File: config.mk
export PLATFORM = sky130hd
export DESIGN_NAME = ptl_target_local
export DESIGN_NICKNAME = d
export VERILOG_FILES = /design/src/hdl/ptl_fifo.v /design/src/hdl/ptl_target_local.v
export VERILOG_INCLUDE_DIRS = /design/src /design/src/hdl
export SDC_FILE = /design/constraint.sdc
export NUM_CORES = 1
export LEC_CHECK = 0
export BUFFER_PORTS_ARGS = -buffer_cell sky130_fd_sc_hd__buf_2
export CORE_MARGIN = 5
export CORE_UTILIZATION = 45
export DETAILED_ROUTE_END_ITERATION = 10
export GPL_ROUTABILITY_DRIVEN = 0
export PLACE_DENSITY = 0.64
export SYNTH_ARGS = -nofsm -noshare
export SYNTH_HDL_FRONTEND = slang
export SYNTH_SLANG_ARGS = --single-unit
File: constraint.sdc
create_clock -name I_REF_CLK -period 6.45 [get_ports I_REF_CLK]
set_input_delay 0.3225 -clock I_REF_CLK [delete_from_list [all_inputs] [get_ports I_REF_CLK]]
set_output_delay 0.3225 -clock I_REF_CLK [all_outputs]
set_load 0.02 [all_outputs]
File: src/hdl/ptl_regs.vh
/*
 Constants shared by the target local interface and its write FIFO.
 Assumes inclusion by bare name from files in the same folder.
*/
`ifndef PTL_REGS_VH
`define PTL_REGS_VH

// ----------------------------------------------------------------
// Reset values
// ----------------------------------------------------------------
`define PTL_RST_ADDR 32'h0000_0000
`define PTL_RST_DATA 32'h0000_0000
`define PTL_RST_CMD 4'h0
`define PTL_BEN_NONE 4'hf

// ----------------------------------------------------------------
// Field positions and steps
// ----------------------------------------------------------------
`define PTL_CMD_WR_BIT 0
`define PTL_ADDR_STEP 32'h0000_0004
`define PTL_DATA_W 32
`define PTL_BEN_W 4
`define PTL_FIFO_W 36
`define PTL_FIFO_DEPTH 8
`define PTL_FIFO_AW 3

`endif

File: src/hdl/ptl_fifo.v
/*
 Parameterised synchronous FIFO with valid/ready on both sides.
 Assumes one clock and an active-low asynchronous reset.
*/
`timescale 1ns/1ps
`include "ptl_regs.vh"

module ptl_fifo #(
  parameter WIDTH = `PTL_FIFO_W,
  parameter DEPTH = `PTL_FIFO_DEPTH,
  parameter AW = `PTL_FIFO_AW
) (
  input wire i_clk,
  input wire i_nrst,
  input wire i_in_valid,
  output wire o_in_ready,
  input wire [WIDTH-1:0] i_in_data,
  output wire o_out_valid,
  input wire i_out_ready,
  output wire [WIDTH-1:0] o_out_data
);

  // ----------------------------------------------------------------
  // Storage and pointers
  // ----------------------------------------------------------------
  reg [WIDTH-1:0] mem_ff [0:DEPTH-1];
  reg [AW-1:0] wr_ptr_ff;
  reg [AW-1:0] rd_ptr_ff;
  reg [AW:0] count_ff;
  wire push;
  wire pop;

  assign o_in_ready = (count_ff != DEPTH[AW:0]);
  assign o_out_valid = (count_ff != {(AW+1){1'b0}});
  assign o_out_data = mem_ff[rd_ptr_ff];
  assign push = i_in_valid & o_in_ready;
  assign pop = o_out_valid & i_out_ready;

  // Pointer wrap for depths that are not a power of two
  function [AW-1:0] ptr_inc;
    input [AW-1:0] p;
    begin
      if (p == DEPTH[AW-1:0] - {{(AW-1){1'b0}}, 1'b1}) begin
        ptr_inc = {AW{1'b0}};
      end else begin
        ptr_inc = p + {{(AW-1){1'b0}}, 1'b1};
      end
    end
  endfunction

  always @(posedge i_clk) begin
    if (push) begin
      mem_ff[wr_ptr_ff] <= i_in_data;
    end
  end

  always @(posedge i_clk or negedge i_nrst) begin
    if (!i_nrst) begin
      wr_ptr_ff <= {AW{1'b0}};
      rd_ptr_ff <= {AW{1'b0}};
      count_ff <= {(AW+1){1'b0}};
    end else begin
      if (push) begin
        wr_ptr_ff <= ptr_inc(wr_ptr_ff);
      end
      if (pop) begin
        rd_ptr_ff <= ptr_inc(rd_ptr_ff);
      end
      if (push && !pop) begin
        count_ff <= count_ff + {{AW{1'b0}}, 1'b1};
      end else if (pop && !push) begin
        count_ff <= count_ff - {{AW{1'b0}}, 1'b1};
      end
    end
  end

endmodule // ptl_fifo

File: src/hdl/ptl_target_local.v
/*
 Target local-side interface: hands claimed PCI target transactions to
 local peripheral logic with separate read and write data buses.
 Assumes the PCI pins are synchronous to I_REF_CLK (the PCI clock), an
 external decoder flags address hits, and a pad ring resolves the
 output enables into the shared PCI wires.
*/
`timescale 1ns/1ps
`include "ptl_regs.vh"

module ptl_target_local #(
  parameter FIFO_DEPTH = `PTL_FIFO_DEPTH,
  parameter FIFO_AW = `PTL_FIFO_AW
) (
  input wire I_REF_CLK,
  input wire I_NRST,
  input wire I_PCI_FRAME_N,
  input wire I_PCI_IRDY_N,
  input wire [31:0] I_PCI_AD,
  input wire [3:0] I_PCI_CBE_N,
  input wire I_PCI_ADDR_HIT,
  output wire [31:0] O_PCI_AD,
  output wire O_PCI_AD_OE,
  output wire O_PCI_DEVSEL_N,
  output wire O_PCI_TRDY_N,
  output wire O_PCI_STOP_N,
  output wire O_PCI_CTRL_OE,
  input wire [31:0] I_LOCAL_READ_DATA_IN,
  input wire I_LOCAL_READY_N,
  input wire I_LOCAL_ABORT_REQUEST_N,
  input wire I_LOCAL_DISCONNECT_REQUEST_N,
  output wire O_LOCAL_TRANSACTION_FRAME_N,
  output wire O_CORE_ACKNOWLEDGE_N,
  output wire O_LOCAL_IRDY_REG_N,
  output wire [31:0] O_LOCAL_WRITE_DATA_OUT,
  output wire [31:0] O_LOCAL_TARGET_ADDRESS,
  output wire [3:0] O_LOCAL_BUS_COMMAND,
  output wire [3:0] O_LOCAL_BYTE_ENABLES_N
);

  // ----------------------------------------------------------------
  // States
  // ----------------------------------------------------------------
  localparam ST_IDLE = 3'h0;
  localparam ST_CLAIM = 3'h1;
  localparam ST_DATA = 3'h2;
  localparam ST_STOP = 3'h3;
  localparam ST_ABORT = 3'h4;
  localparam ST_DRAIN = 3'h5;

  // ----------------------------------------------------------------
  // Registers
  // ----------------------------------------------------------------
  reg [2:0] state_ff;
  reg [2:0] nxt_state;
  reg lframe_ff;
  reg nxt_lframe;
  reg devsel_ff;
  reg nxt_devsel;
  reg stop_ff;
  reg nxt_stop;
  reg turn_ff;
  reg nxt_turn;
  reg rtrdy_ff;
  reg nxt_rtrdy;
  reg rd_ff;
  reg nxt_rd;
  reg [3:0] cmd_ff;
  reg [3:0] nxt_cmd;
  reg [31:0] addr_ff;
  reg [31:0] nxt_addr;
  reg [31:0] rdata_ff;
  reg [31:0] nxt_rdata;
  reg [3:0] ben_ff;
  reg [3:0] nxt_ben;
  reg irdy_n_ff;
  reg frame_d_ff;

  // ----------------------------------------------------------------
  // Decodes
  // ----------------------------------------------------------------
  wire frame_act;
  wire irdy_act;
  wire lrdy_act;
  wire abort_req;
  wire disc_req;
  wire addr_phase;
  wire in_data;
  wire wr_ok;
  wire trdy_act;
  wire pci_xfer;
  wire ack_rd;
  wire ack_wr;
  wire ack_act;
  wire local_xfer;
  wire fifo_in_ready;
  wire fifo_out_valid;
  wire fifo_push;
  wire [35:0] fifo_out_data;

  // Bit of the command that separates writes from reads
  function is_write;
    input [3:0] cmd;
    begin
      is_write = cmd[`PTL_CMD_WR_BIT];
    end
  endfunction

  assign frame_act = ~I_PCI_FRAME_N;
  assign irdy_act = ~I_PCI_IRDY_N;
  assign lrdy_act = ~I_LOCAL_READY_N;
  assign abort_req = ~I_LOCAL_ABORT_REQUEST_N;
  assign disc_req = ~I_LOCAL_DISCONNECT_REQUEST_N;
  assign addr_phase = frame_act & ~frame_d_ff & (state_ff == ST_IDLE);
  assign in_data = (state_ff == ST_DATA);

  // ----------------------------------------------------------------
  // PCI handshake
  // ----------------------------------------------------------------
  // Write TRDY needs FIFO room and an active local ready
  assign wr_ok = in_data & ~rd_ff & fifo_in_ready & lrdy_act;
  assign trdy_act = in_data & (rd_ff ? rtrdy_ff : wr_ok);
  assign pci_xfer = irdy_act & trdy_act;
  assign fifo_push = pci_xfer & ~rd_ff;

  // ----------------------------------------------------------------
  // Local handshake
  // ----------------------------------------------------------------
  // Read: accept new data unless a word waits on a stalled master or in the last data phase
  assign ack_rd = in_data & rd_ff & (~rtrdy_ff | (irdy_act & frame_act));
  // Write: a buffered word is valid on the output bus
  assign ack_wr = ~rd_ff & lframe_ff & fifo_out_valid;
  assign ack_act = ack_rd | ack_wr;
  assign local_xfer = ack_act & lrdy_act;

  // ----------------------------------------------------------------
  // Next-state logic
  // ----------------------------------------------------------------
  always @* begin
    nxt_state = state_ff;
    nxt_lframe = lframe_ff;
    nxt_devsel = devsel_ff;
    nxt_stop = stop_ff;
    nxt_turn = 1'b0;
    nxt_rtrdy = rtrdy_ff;
    nxt_rd = rd_ff;
    nxt_cmd = cmd_ff;
    nxt_addr = addr_ff;
    nxt_rdata = rdata_ff;
    nxt_ben = ben_ff;
    if (local_xfer) begin
      nxt_addr = addr_ff + `PTL_ADDR_STEP;
    end
    if (in_data && rd_ff && irdy_act) begin
      nxt_ben = I_PCI_CBE_N;
    end
    if (rd_ff && pci_xfer) begin
      nxt_rtrdy = 1'b0;
    end
    if (ack_rd && lrdy_act) begin
      nxt_rdata = I_LOCAL_READ_DATA_IN;
      nxt_rtrdy = 1'b1;
    end
    case (state_ff)
      ST_IDLE: begin
        if (addr_phase && I_PCI_ADDR_HIT) begin
          nxt_cmd = I_PCI_CBE_N;
          nxt_addr = I_PCI_AD;
          nxt_rd = ~is_write(I_PCI_CBE_N);
          nxt_ben = `PTL_BEN_NONE;
          nxt_rtrdy = 1'b0;
          if (disc_req) begin
            // Retry: claim and stop at once, local frame stays off
            nxt_state = ST_STOP;
            nxt_devsel = 1'b1;
            nxt_stop = 1'b1;
          end else begin
            nxt_state = ST_CLAIM;
            nxt_lframe = 1'b1;
          end
        end
      end
      ST_CLAIM: begin
        // DEVSEL follows the local frame by one clock
        nxt_state = ST_DATA;
        nxt_devsel = 1'b1;
      end
      ST_DATA: begin
        if (abort_req) begin
          nxt_state = ST_ABORT;
          nxt_devsel = 1'b0;
          nxt_stop = 1'b1;
          nxt_rtrdy = 1'b0;
        end else if (disc_req) begin
          // Retry if nothing moved yet, otherwise a disconnect
          nxt_state = ST_STOP;
          nxt_stop = 1'b1;
          nxt_rtrdy = 1'b0;
        end else if (pci_xfer && !frame_act) begin
          nxt_state = ST_DRAIN;
          nxt_devsel = 1'b0;
          nxt_turn = 1'b1;
          nxt_rtrdy = 1'b0;
        end
      end
      ST_STOP, ST_ABORT: begin
        nxt_rtrdy = 1'b0;
        if (!frame_act) begin
          nxt_state = ST_DRAIN;
          nxt_devsel = 1'b0;
          nxt_stop = 1'b0;
          nxt_turn = 1'b1;
        end
      end
      ST_DRAIN: begin
        // Local frame ends once buffered write data has left
        if (rd_ff || !fifo_out_valid) begin
          nxt_state = ST_IDLE;
          nxt_lframe = 1'b0;
        end
      end
      default: begin
        nxt_state = ST_IDLE;
        nxt_lframe = 1'b0;
        nxt_devsel = 1'b0;
        nxt_stop = 1'b0;
        nxt_rtrdy = 1'b0;
      end
    endcase
  end

  // ----------------------------------------------------------------
  // State registers
  // ----------------------------------------------------------------
  always @(posedge I_REF_CLK or negedge I_NRST) begin
    if (!I_NRST) begin
      state_ff <= ST_IDLE;
      lframe_ff <= 1'b0;
      devsel_ff <= 1'b0;
      stop_ff <= 1'b0;
      turn_ff <= 1'b0;
      rtrdy_ff <= 1'b0;
      rd_ff <= 1'b0;
      cmd_ff <= `PTL_RST_CMD;
      addr_ff <= `PTL_RST_ADDR;
      rdata_ff <= `PTL_RST_DATA;
      ben_ff <= `PTL_BEN_NONE;
      irdy_n_ff <= 1'b1;
      frame_d_ff <= 1'b0;
    end else begin
      state_ff <= nxt_state;
      lframe_ff <= nxt_lframe;
      devsel_ff <= nxt_devsel;
      stop_ff <= nxt_stop;
      turn_ff <= nxt_turn;
      rtrdy_ff <= nxt_rtrdy;
      rd_ff <= nxt_rd;
      cmd_ff <= nxt_cmd;
      addr_ff <= nxt_addr;
      rdata_ff <= nxt_rdata;
      ben_ff <= nxt_ben;
      irdy_n_ff <= I_PCI_IRDY_N;
      frame_d_ff <= frame_act;
    end
  end

  // ----------------------------------------------------------------
  // Write data buffer
  // ----------------------------------------------------------------
  ptl_fifo #(
    .WIDTH(`PTL_FIFO_W),
    .DEPTH(FIFO_DEPTH),
    .AW(FIFO_AW)
  ) u_wr_fifo (
    .i_clk(I_REF_CLK),
    .i_nrst(I_NRST),
    .i_in_valid(fifo_push),
    .o_in_ready(fifo_in_ready),
    .i_in_data({I_PCI_CBE_N, I_PCI_AD}),
    .o_out_valid(fifo_out_valid),
    .i_out_ready(local_xfer),
    .o_out_data(fifo_out_data)
  );

  // ----------------------------------------------------------------
  // PCI outputs
  // ----------------------------------------------------------------
  assign O_PCI_AD = rdata_ff;
  assign O_PCI_AD_OE = rd_ff & (in_data | (state_ff == ST_STOP) | (state_ff == ST_ABORT));
  assign O_PCI_DEVSEL_N = ~devsel_ff;
  assign O_PCI_TRDY_N = ~trdy_act;
  assign O_PCI_STOP_N = ~stop_ff;
  // Control lines driven while claimed plus one turnaround cycle
  assign O_PCI_CTRL_OE = devsel_ff | stop_ff | turn_ff | in_data;

  // ----------------------------------------------------------------
  // Local outputs
  // ----------------------------------------------------------------
  assign O_LOCAL_TRANSACTION_FRAME_N = ~lframe_ff;
  assign O_CORE_ACKNOWLEDGE_N = ~ack_act;
  assign O_LOCAL_IRDY_REG_N = irdy_n_ff;
  assign O_LOCAL_WRITE_DATA_OUT = fifo_out_data[31:0];
  assign O_LOCAL_TARGET_ADDRESS = addr_ff;
  assign O_LOCAL_BUS_COMMAND = cmd_ff;
  assign O_LOCAL_BYTE_ENABLES_N = rd_ff ? ben_ff : fifo_out_data[35:32];

endmodule // ptl_target_local

### Yosys cells after proc, flatten, opt, wreduce, memory -nomap -nowiden

Memory sizes are Yosys's and may differ from the RTL's.
Cells that the tools add are included.

* register bits after elaboration: 93
* RAM bits: 288
* bits of input ports: 76
* output and inout port bits: 112
* word-level logic and storage cells: 149
* memories: 1

* add/subtract/negate cells: 5
* equal/unequal tests: 16
* muxes and demuxes: 49
* bitwise gates (word level): 39
* reductions and logical operators: 23

Memory list
* u_wr_fifo.mem_ff: words 8, bits a word 36, rd ports 1, clocked after Yosys merged registers in 0, write ports 1, RTL line ptl_fifo.v:26 `reg [WIDTH-1:0] mem_ff [0:DEPTH-1];`

Operators with widths (number)
* $mux W32: 3
* $add A32 B3 Y32 const B: 1
* $mux W1: 25
* $mux W3: 8
* $mux W4: 6
* $and A1 B1 Y1: 17
* $not A1 Y1: 15
* $pmux W3 S5: 1
* $eq A3 B3 Y1 const B: 4
* $logic_and A1 B1 Y1: 8
* $ne A2 B2 Y1 const B: 4
* $reduce_and A4 Y1: 2
* $or A1 B1 Y1: 7
* $add A3 B1 Y3 const B: 2
* $eq A3 B2 Y1 const B: 2
* $pmux W1 S3: 2
* $reduce_and A6 Y1: 1
* $pmux W1 S5: 1
* $add A4 B1 Y4 const B: 1
* $ne A4 B3 Y1 const B: 1
* $ne A4 B4 Y1 const B: 1
* $pmux W1 S4: 1
* $reduce_bool A4 Y1: 1
* $reduce_or A2 Y1: 2
* other kinds (14): 16

### Logic depth before layout (Yosys ltp)

* depth in word-level cells: 14
* mapped depth: 13
* mapped depth without buffers: 13

### Hierarchy

From an unflattened synthesis, not the netlist that was laid out.

* cells, all modules: 867
* area total of the unflattened synthesis: 15489.9 um2

By module, submodules not included
* ptl_fifo: instances 1, cells an instance 480, area each 11466.0 um2, seq. area each 8898.5 um2
* ptl_target_local: instances 1, cells an instance 387, area each 4023.9 um2, seq. area each 2083.2 um2

### Worst setup path before layout

OpenSTA, ideal clock, no wires.

* path kind: flip-flop to flip-flop
* start: reg state_ff[0]
* end: mem u_wr_fifo.mem_ff[0][0] (netlist name) (enable)
* library setup time: 0.519 ns
* arrival: 4.735 ns
* data required time: 5.931 ns
* setup slack: 1.196 ns
* cell stages (with the launch flop): 6
* buffers on the path: 1
* clock period less this slack: 5.254 ns
* cell sequence: dfrtp_1 > or3b_2 > nor2_2 > nand2b_1 > buf_2 > nor4_1

* word-level cells in the longest chain between the ends: 11

Ends and longest elaborated chain
* start, declared: RTL line ptl_target_local.v:54 `reg [2:0] state_ff;`
* start signal, assigned: RTL line ptl_target_local.v:251 `state_ff <= nxt_state;`
* $eq A3 B2 Y1 (*): RTL line ptl_target_local.v:115 `assign in_data = (state_ff == ST_DATA);`
* $and A1 B1 Y1 (3 in series): RTL line ptl_target_local.v:121 `assign wr_ok = in_data & ~rd_ff & fifo_in_ready & lrdy_act;`
* $mux W1: RTL line ptl_target_local.v:122 `assign trdy_act = in_data & (rd_ff ? rtrdy_ff : wr_ok);`
* $and A1 B1 Y1 (*): RTL line ptl_target_local.v:122
* $and A1 B1 Y1 (*): RTL line ptl_target_local.v:123 `assign pci_xfer = irdy_act & trdy_act;`
* $and A1 B1 Y1 (*): RTL line ptl_target_local.v:124 `assign fifo_push = pci_xfer & ~rd_ff;`
* $and A1 B1 Y1 (*): RTL line ptl_fifo.v:36 `assign push = i_in_valid & o_in_ready;`
* $mux W1 (*): RTL line ptl_fifo.v:52 `if (push) begin`
* $mux W1 (not written as such) (*): RTL line ptl_fifo.v:53 `mem_ff[wr_ptr_ff] <= i_in_data;`
* end, declared: RTL line ptl_fifo.v:26

Mark *: on every way between the ends. The rest lies on a longest branch, timed or not.

### Worst setup path in the final report

* start: reg state_ff[0]
* end: mem u_wr_fifo.mem_ff[1][8] (netlist name) (enable)

* word-level cells in the longest chain between the ends: 11

Ends and longest elaborated chain
* $eq A3 B2 Y1 (*): RTL line ptl_target_local.v:115
* $and A1 B1 Y1 (3 in series): RTL line ptl_target_local.v:121
* $mux W1: RTL line ptl_target_local.v:122
* $and A1 B1 Y1 (*): RTL line ptl_target_local.v:122
* $and A1 B1 Y1 (*): RTL line ptl_target_local.v:123
* $and A1 B1 Y1 (*): RTL line ptl_target_local.v:124
* $and A1 B1 Y1 (*): RTL line ptl_fifo.v:36
* net u_wr_fifo.push: RTL line ptl_fifo.v:30 `wire push;`
* $mux W1 (*): RTL line ptl_fifo.v:52
* $mux W1 (not written as such) (*): RTL line ptl_fifo.v:53

The timed path passes the listed nets; every way through them passes the cells marked *.

==> results_dict.tcl <==
set metrics [dict create \
    initial_core_util_pct 45.84 \
    routedWlPerCell_um 22.39 \
    worst_slew_pin_slew_ns 1.110 \
    drive_gt1_share_pct 38.96 \
    yosys_warnings 0 \
    post-cts-setup-buffer-count 0 \
    clock_skew_ns 0.01581 \
    crit_fanout 25 \
    cts.path.max_buffers 3 \
    hpwl_mm 22.35 \
    grt_pass1_wl_mm 54.31 \
    final_cell_mix "edfxtp_1, buf_2, dfrtp_1" \
    dr_wl_met2_mm 16.98 \
    crit_type "reg -> reg" \
    design_area_mm2 0.01827 \
    area_growth_pct 18.25 \
    fin_nets 1166 \
    die_x_um 195.3 \
    ys_top_cells_by_area "edfxtp_1, dfrtp_1, mux4_2" \
    hold_buffers 2 \
    netlist_instances 870 \
    postPlaceCellArea_mm2 0.01697 \
    synth-seq-cells 381 \
    ys.flop_type "edfxtp_1" \
    met3_wirelength_mm 2.488 \
    cts-resized-gates 0 \
    required_ns 6.62 \
    routed_wl_mm 34.99 \
    status "finished, final reports clean" \
    end_kind "flip-flop" \
    final_common_cell "edfxtp_1" \
    netlist_area_mm2 0.01545 \
    clock_sinks 381 \
    cpMaxStageDelayCell "nor3_2" \
    grt.total_usage_pct 18.22 \
    hold_viol 0 \
    num_vias 8561 \
    async_flop_share_pct 24.41 \
    firstDrtPassIters 5 \
    fmax_mhz 262.7 \
    crit_chain "or3b_2, nor2_2, nand2b_1, inv_1, nand2_1, nor3_2, buf_4" \
    finalSetupViolCount 0 \
    drv_slew 0 \
    vdd_drop_max_mv 0.2245 \
    relSlewSlack_pct 25.58 \
    insertion_delay_ns 0.53 \
    drc 0 \
    hp-class "in -> reg" \
    leakagePower_uw 0.006557 \
    cts_root_buf "clkbuf_16" \
    die-area_mm2 0.03813 \
    synth_top_cell_area_share_pct 55.99 \
    synth_fp_nets 955 \
    design.core.area_mm2 0.03370 \
    drt_iter0_drc 567 \
    power.density_mw_per_mm2 439.5 \
    setup_tns_ns 0 \
    fp.dieH_um 195.3 \
    drv_cap 0 \
    detail-route-antenna-nets 0 \
    synth.distinct_cells 59 \
    cts_made_buffers 41 \
    boundaryPins 188 \
    clk_pin_slew_ns 0.06 \
    antenna_found_initial 2 \
    fp-row-count 67 \
    critical_path_arrival_ns 3.98 \
    slowest_delay_ns 0.90 \
    numPortBuffers 187 \
    fin_crit_sh_pct 59.02 \
    synth_enable_flop_cells 288 \
    grt_max_degree 54 \
    rsz0062_at_grt "no" \
    grt_pass1_vias 9175 \
    viasPerCell 5.477 \
    overflow 0 \
    syn_area_per_cell_um2 17.76 \
    routed.top_layer "met5" \
    finalCriticalPeriod_ns 3.807 \
    cts_tree "built" \
    synth_top_cell_by_area "edfxtp_1" \
    htree_levels 2 \
    power.total_uw 8029 \
    ys_seq_area_share_pct 71.09 \
    drt-met1-wl_mm 14.98 \
    critPathLaunchType "flip-flop" \
]
cells by family (layout without fill, tap and decap cells):
| kind of cell | count (synthesis) | after routing | synth area share (%) |
|---|---|---|---|
| buf+inv | 49 | 293 | 1.320 |
| simple gates | 188 | 188 | 6.723 |
| flops | 381 | 381 | 71.09 |
| xor+xnor | 27 | 27 | 1.531 |
| compound gates | 71 | 71 | 2.778 |
| fa+ha+maj | 9 | 9 | 0.7776 |
| other cells | 0 | 1 | 0 |
| mux | 145 | 145 | 15.78 |
metrics by stage:
stage	hold WS, ns	utilization [%]	setup WS [ns]	instances
after CTS	0.004697	54.20	2.559	1562
after global routing	0.01051	54.20	2.301	1563
after global placement	0.3419	50.36	2.726	1484
final	0.02559	54.20	2.643	1563
after floorplan	0.02691	-	1.196	870
after detailed placement	0.3439	50.36	2.542	1484
synth_stat cells, types with 7 or more instances:
master	count
edfxtp_1	288
dfrtp_1	88
mux4_2	72
mux2_2	68
nand2_1	64
o21ai_0	32
nor2_1	24
nand3_1	23
clkbuf_1	21
a21oi_1	17
nand4_1	16
xor2_1	16
buf_2	14
xnor2_1	11
inv_1	10
ha_1	8
nand2b_1	8
nor3_1	7
worst max-delay path, delay by kind of cell (launching register included):
family | cells | cell delay, ns
simple gates | 5 | 2.21
flops | 1 | 0.51
buf+inv | 2 | 0.71
registers in the layout, indices dropped and copies added, names as in the netlist:
name / count
O_LOCAL_TARGET_ADDRESS: 32
O_PCI_AD: 32
state_ff: 3
turn_ff: 1
u_wr_fifo.count_ff: 4
u_wr_fifo.mem_ff: 288
ben_ff: 4
O_LOCAL_BUS_COMMAND: 4
u_wr_fifo.rd_ptr_ff: 3
O_LOCAL_IRDY_REG_N: 1
devsel_ff: 1
lframe_ff: 1
u_wr_fifo.wr_ptr_ff: 3
rd_ff: 1
rtrdy_ff: 1
stop_ff: 1
frame_d_ff: 1
final cells by class:
type | count | area [um2]
diodes | 1 | 2.502
clock buffers | 61 | 1194
clock inverters | 15 | 77.57
fillers | 2712 | 15430
inverters | 11 | 43.79
multi-input cells | 440 | 4314
flip-flops and latches | 381 | 10990
well taps | 448 | 560.5
repair buffers | 206 | 1086
report_power, final:
part / switching (uW) / internal (uW)
clock: 901 / 1280
combinational: 1320 / 1090
sequential: 476 / 2950
total: 2700 / 5330
worst paths after layout:
check                                          start  slack (ns)  depth (start not counted)                        end
setup / recovery                         state_ff[0]        2.64                          7     u_wr_fifo.mem_ff[1][8]
hold / removal              I_LOCAL_READ_DATA_IN[12]        0.03                          2               O_PCI_AD[12]
setup reg to reg                         state_ff[0]        2.64                          7     u_wr_fifo.mem_ff[1][8]
hold reg to reg            O_LOCAL_TARGET_ADDRESS[1]        0.47                          2  O_LOCAL_TARGET_ADDRESS[1]
max in group asynchronous                     I_NRST        4.91                          3     u_wr_fifo.rd_ptr_ff[0]
min in group asynchronous                     I_NRST        0.32                          2               O_PCI_AD[12]
routing by layer:
metal	global-route usage (%)	up-vias
li1	-	3857
met1	24.80	4386
met2	29.91	275
met3	5.015	41
met4	3.750	2
met5	0	-
No activity file was read; power rests on OpenSTA's default activity.
